--- config.mk ---
export PLATFORM = sky130hd
export DESIGN_NAME = wdst_watchdog
export DESIGN_NICKNAME = d
export VERILOG_FILES = /design/src/rtl/wdst_pkg.sv /design/src/rtl/wdst_prescaler.sv /design/src/rtl/wdst_watchdog.sv
export VERILOG_INCLUDE_DIRS = /design/src /design/src/rtl
export SDC_FILE = /design/constraint.sdc
export NUM_CORES = 1
export LEC_CHECK = 0
export ABC_AREA = 1
export BUFFER_PORTS_ARGS = -buffer_cell sky130_fd_sc_hd__buf_4
export CAP_MARGIN = 15
export CORE_ASPECT_RATIO = 2
export CORE_MARGIN = 5
export CORE_UTILIZATION = 61
export DETAILED_ROUTE_END_ITERATION = 6
export PLACE_DENSITY_LB_ADDON = 0.1
export SYNTH_ARGS = -nofsm -noshare
export SYNTH_HDL_FRONTEND = slang
export SYNTH_SLANG_ARGS = --single-unit
--- constraint.sdc ---
create_clock -name clk_in -period 2.5 [get_ports clk_in]
set_input_delay 0.25 -clock clk_in [delete_from_list [all_inputs] [get_ports clk_in]]
set_output_delay 0.25 -clock clk_in [all_outputs]
set_load 0.05 [all_outputs]
--- src/rtl/wdst_cfg.svh ---
// constants for the supervision watchdog
`ifndef WDST_CFG_SVH
`define WDST_CFG_SVH
`define WDST_CNT_W          16
`define WDST_DIV_SLOW       16384
`define WDST_DIV_FAST       256
`define WDST_PRE_W          14
`define WDST_RELOAD_RST     16'hfffc
`define WDST_SEL_RST        1'b0
`define WDST_WARN_CYCLES    16
`endif

--- src/rtl/wdst_pkg.sv ---
// types for the supervision watchdog
package wdst_pkg;
  typedef enum logic [1:0] {
    WDST_RUN,
    WDST_WARN,
    WDST_RESET
  } wdst_state_t;
endpackage

--- src/rtl/wdst_prescaler.sv ---
// prescaler giving one-cycle tick enables
`timescale 1ns/1ps
`include "wdst_cfg.svh"
module wdst_prescaler #(
  parameter int PRE_W = `WDST_PRE_W
) (
  input  wire logic clk_in,
  input  wire logic rst_in,
  input  wire logic run_in,
  input  wire logic clear_in,
  input  wire logic sel_fast_in,
  output logic      tick_out
);
  logic [PRE_W-1:0] pre_reg;
  logic [PRE_W-1:0] pre_next;
  logic             tick_next;
  wire              slow_wrap = (pre_reg == {PRE_W{1'b1}});
  wire              fast_wrap = (pre_reg[7:0] == 8'hff);

  initial begin
    if (PRE_W != 14) $error("prescaler width must be 14");
  end

  assign pre_next  = clear_in ? '0 : (run_in ? pre_reg + 1'b1 : pre_reg);
  assign tick_next = run_in && !clear_in && (sel_fast_in ? fast_wrap : slow_wrap);

  always_ff @(posedge clk_in) begin
    if (rst_in) begin
      pre_reg  <= '0;
      tick_out <= 1'b0;
    end else begin
      pre_reg  <= pre_next;
      tick_out <= tick_next;
    end
  end
endmodule

--- src/rtl/wdst_watchdog.sv ---
// supervision watchdog timer top
`timescale 1ns/1ps
`include "wdst_cfg.svh"
module wdst_watchdog
  import wdst_pkg::*;
#(
  parameter int CNT_W       = `WDST_CNT_W,
  parameter int WARN_CYCLES = `WDST_WARN_CYCLES
) (
  input  wire logic             clk_in,
  input  wire logic             rst_in,
  input  wire logic             service_in,
  input  wire logic             supervisor_disable_instr_in,
  input  wire logic             supervisor_enable_instr_in,
  input  wire logic [CNT_W-1:0] supervisor_reload_value_in,
  input  wire logic             prescale_fast_in,
  output logic                  prewarn_irq_out,
  output logic                  reset_req_out,
  output logic                  running_out,
  output logic [CNT_W-1:0]      count_out
);
  wdst_state_t      state_reg;
  wdst_state_t      state_next;
  logic [CNT_W-1:0] cnt_reg;
  logic [CNT_W-1:0] cnt_next;
  logic             en_reg;
  logic             en_next;
  logic [7:0]       warn_reg;
  logic [7:0]       warn_next;
  logic             tick;
  logic             irq_next;
  logic             rreq_next;

  initial begin
    if (CNT_W != 16) $error("counter width must be 16");
    if (WARN_CYCLES < 1 || WARN_CYCLES > 255) $error("warn cycles out of range");
  end

  function automatic logic is_top(input logic [CNT_W-1:0] v);
    return v == {CNT_W{1'b1}};
  endfunction

  // enable instructions; enable wins when both arrive together
  assign en_next = supervisor_enable_instr_in ? 1'b1 :
                   (supervisor_disable_instr_in ? 1'b0 : en_reg);

  wire run      = en_reg && (state_reg == WDST_RUN);
  wire overflow = run && tick && is_top(cnt_reg);

  wdst_prescaler #(
    .PRE_W (`WDST_PRE_W)
  ) u_pre (
    .clk_in      (clk_in),
    .rst_in      (rst_in),
    .run_in      (run),
    .clear_in    (service_in),
    .sel_fast_in (prescale_fast_in),
    .tick_out    (tick)
  );

  // load from reload on service and overflow, else count up on tick
  assign cnt_next = (service_in || overflow) ? supervisor_reload_value_in :
                    ((run && tick) ? cnt_reg + 1'b1 : cnt_reg);

  always_comb begin
    state_next = state_reg;
    warn_next  = warn_reg;
    case (state_reg)
      WDST_RUN: begin
        if (overflow) begin
          state_next = WDST_WARN;
          warn_next  = 8'(WARN_CYCLES);
        end
      end
      WDST_WARN: begin
        if (warn_reg == 8'h01) begin
          state_next = WDST_RESET;
        end
        warn_next = warn_reg - 8'h01;
      end
      default: begin
        state_next = WDST_RESET;
      end
    endcase
  end

  assign irq_next  = (state_next == WDST_WARN);
  assign rreq_next = (state_next == WDST_RESET);

  always_ff @(posedge clk_in) begin
    if (rst_in) begin
      state_reg       <= WDST_RUN;
      cnt_reg         <= `WDST_RELOAD_RST;
      en_reg          <= 1'b1;
      warn_reg        <= 8'h00;
      prewarn_irq_out <= 1'b0;
      reset_req_out   <= 1'b0;
      running_out     <= 1'b0;
      count_out       <= '0;
    end else begin
      state_reg       <= state_next;
      cnt_reg         <= cnt_next;
      en_reg          <= en_next;
      warn_reg        <= warn_next;
      prewarn_irq_out <= irq_next;
      reset_req_out   <= rreq_next;
      running_out     <= en_next;
      count_out       <= cnt_next;
    end
  end
endmodule

==> impl_metrics.tcl <==
set metrics [dict create \
    first_iter_violations 105 \
    pin_count 41 \
    place.detailed.hpwl_mm 4.73 \
    gr-total-overflow 0 \
    synth_top_family_by_area "simple AND/OR/NAND/NOR gates" \
    initial_core_util_pct 62.5 \
    dieArea_mm2 0.00653 \
    vdd.ir_drop.worst_uv 548 \
    ctsHoldBuffers 0 \
    synth_mux_area_share_pct 0 \
    cp_max_fo 16 \
    detail_route.wl_per_cell_um 11.5 \
    clock_latency_ns 0.34 \
    cts_buffer_depth 2 \
    vias 2873 \
    skew_ns 0.0104 \
    path_cells "ha_1 > nand2_1 > nor2_2 > nand2_2 > nor2_4 > a21oi_2 > nand3_1 > nand3_1" \
    synth_cells 465 \
    insertedDiodeCount 0 \
    setup_violations 0 \
    hold_viol 0 \
    maxCapViolCount 0 \
    dr.pass1.iters 4 \
    grt_pass1_wl_mm 11.0 \
    critPathArrivalTime_ns 2.09 \
    p_comb_share_pct 13.3 \
    die_x_um 59.7 \
    required_ns 2.78 \
    gp_congestion 0.895 \
    cpPeakStageDelay_ns 0.60 \
    die_y_um 109 \
    p_per_area_mw_per_mm2 626 \
    vias_per_cell 5.07 \
    pwr-share-seq_pct 45.8 \
    finalMaxSlewViolations 0 \
    fp.coreArea_mm2 0.00482 \
    syn_area_mm2 0.00301 \
    grt_pass1_vias 2756 \
    critPathKind "reg2reg" \
    route.detailed.drc 0 \
    cts.sink_count 59 \
    synth_top_area_cell "dfxtp_1" \
    start_kind "flip-flop" \
    ys_seq_area_share_pct 39.2 \
    synth_nets 491 \
    cts_buffers 9 \
    rsz0062_at_grt "false" \
    postCtsSetupBuffers 0 \
    ys.flop_type "dfxtp_1" \
    synth-adder-area-share_pct 1.66 \
    synthTopCellsByArea "dfxtp_1 (39%), nand2_1 (17%), nor2_1 (8.2%), inv_1 (7.7%), nand3_1 (7.5%)" \
    largest_reg_flops 16 \
    areaGrowthSynthToFinish_pct 16.7 \
    p_int_mw 1.63 \
    timing.final.crit_period_ns 1.81 \
    final_common_cell "nand2_1" \
    grt_max_degree 45 \
    slowest_stage "a21oi_2" \
    ant_nets 0 \
    synth-xor-area-share_pct 1.74 \
    clk_pin_slew_worst_paths_ns 0.07 \
    cts_root_buf "clkbuf_8" \
    hold_class "in2reg" \
    crit_buf_inv 0 \
    htree_levels 3 \
    cts_resized 0 \
    rows 36 \
    drive_gt1_share_pct 13.5 \
    power.leakage_nw 1.74 \
    endpoint_kind "flip-flop" \
    ys_ff_latch 59 \
    antenna_found_initial 0 \
    synth_area_per_cell_um2 6.48 \
    post-route-util_pct 73.0 \
    ys_types 29 \
    fin_crit_sh_pct 72.5 \
    numPortBuffers 40 \
    ys_warn_count 0 \
    maxSlewHeadroom_pct 49.9 \
    status "finished, final reports clean" \
    fillCellCount 440 \
    yosys.area_share.simple_pct 38.5 \
    tns_ns 0 \
    final_cell_mix "nand2_1 (138), nor2_1 (66), inv_1 (62)" \
    wirelength_mm 6.49 \
    switching_power_mw 0.576 \
    p_clk_share_pct 41.0 \
    tritoncts "done" \
    grt_usage_pct 22.1 \
    swShare_pct 26.2 \
    synth_compound_area_share_pct 8.06 \
    fmax_mhz 552 \
    worst_pin_slew_ns 0.752 \
    async_reset_ff_share_pct 0 \
    netlist.area_leader.share_pct 39.2 \
    synth-edff-count 0 \
    path_common_cell "nand3_1" \
    cpLargestDelayFamily "compound AO/OA/AOI/OAI gates" \
    fin_nets 531 \
]
## layer usage
metal  up-vias  share of wire (%)  track usage, %
met3         9                4.3            4.58
li1       1525                  -               -
met1      1288                 41            22.2
met5         -                  0               0
met2        51                 53            39.7
met4         0                1.9            13.2
## metrics by stage
stage          total power, mW  setup slack (ns)  std cells  hold WS (ns)  area [um^2]
3_3_place_gp              1.32             0.755        551         0.446         3310
4_1_cts                   2.23             0.681        567        0.0903         3520
6_report                  2.20             0.687        567         0.105         3520
5_1_grt                   2.30             0.458        567         0.111         3520
2_1_floorplan             1.24             0.974        465         0.350         3010
3_5_place_dp              1.32             0.716        551         0.459         3310
## cells in the mapped netlist (4+ instances only)
cell type    n
nor2_1      66
nor2_2       5
a21oi_1     27
nand3_1     45
nor3_1       5
nand2_1    138
inv_1       62
xor2_1       4
clkbuf_1     4
dfxtp_1     59
buf_6        4
ha_1         4
nand4_1      5
o21ai_0     15
## logic make-up (layout without fill, tap and decap cells)
family                     after synthesis  count (layout)
and+or+nand+nor                        273             273
buffers and inverters                   76             121
DFF                                     59              59
AOI/OAI and AO/OA                       47              47
xor gates and xnor gates                 6               6
adders and majority gates                4               4
## power by group through the flow
stage | Sequential (mW) | Combinational (mW) | Clock (mW)
floorplan | 1.09 | 0.152 | 0
global placement | 1.03 | 0.288 | 0
detailed placement | 1.03 | 0.293 | 0
CTS | 1.01 | 0.295 | 0.923
global route | 1.01 | 0.325 | 0.961
finish | 1.01 | 0.293 | 0.902
## tightest hold or removal path: cells and delay by family
family	cells	cell delay (ns)
buffers and inverters	1	0.08
AND/OR/NAND/NOR	1	0.05
AO/OA/AOI/OAI	1	0.04
## area by class of cell
| type | count | area (um^2) | area share, % |
|---|---|---|---|
| Tap cell | 57 | 71.3 | 2.03 |
| Clock inverter | 1 | 30.0 | 0.854 |
| Inverter | 63 | 236 | 6.72 |
| Sequential cell | 59 | 1180 | 33.6 |
| Timing Repair Buffer | 42 | 315 | 8.96 |
| Clock buffer | 15 | 176 | 5.02 |
| Multi-Input combinational cell | 330 | 1510 | 42.8 |
## final timing paths
kind                                                    start                             to  slack [ns]  depth (start not counted)
worst max-delay path                count_out[0]$_SDFFE_PP0P_         cnt_reg[14]$_SDFF_PP1_        0.69                          8
worst min register to register  u_pre.pre_reg[7]$_SDFFE_PP0N_  u_pre.pre_reg[7]$_SDFFE_PP0N_        0.47                          2
worst max register to register      count_out[0]$_SDFFE_PP0P_         cnt_reg[14]$_SDFF_PP1_        0.69                          8
worst min-delay path               supervisor_enable_instr_in              en_reg$_SDFF_PP1_        0.10                          3
Power figures use the tool's default switching activity.
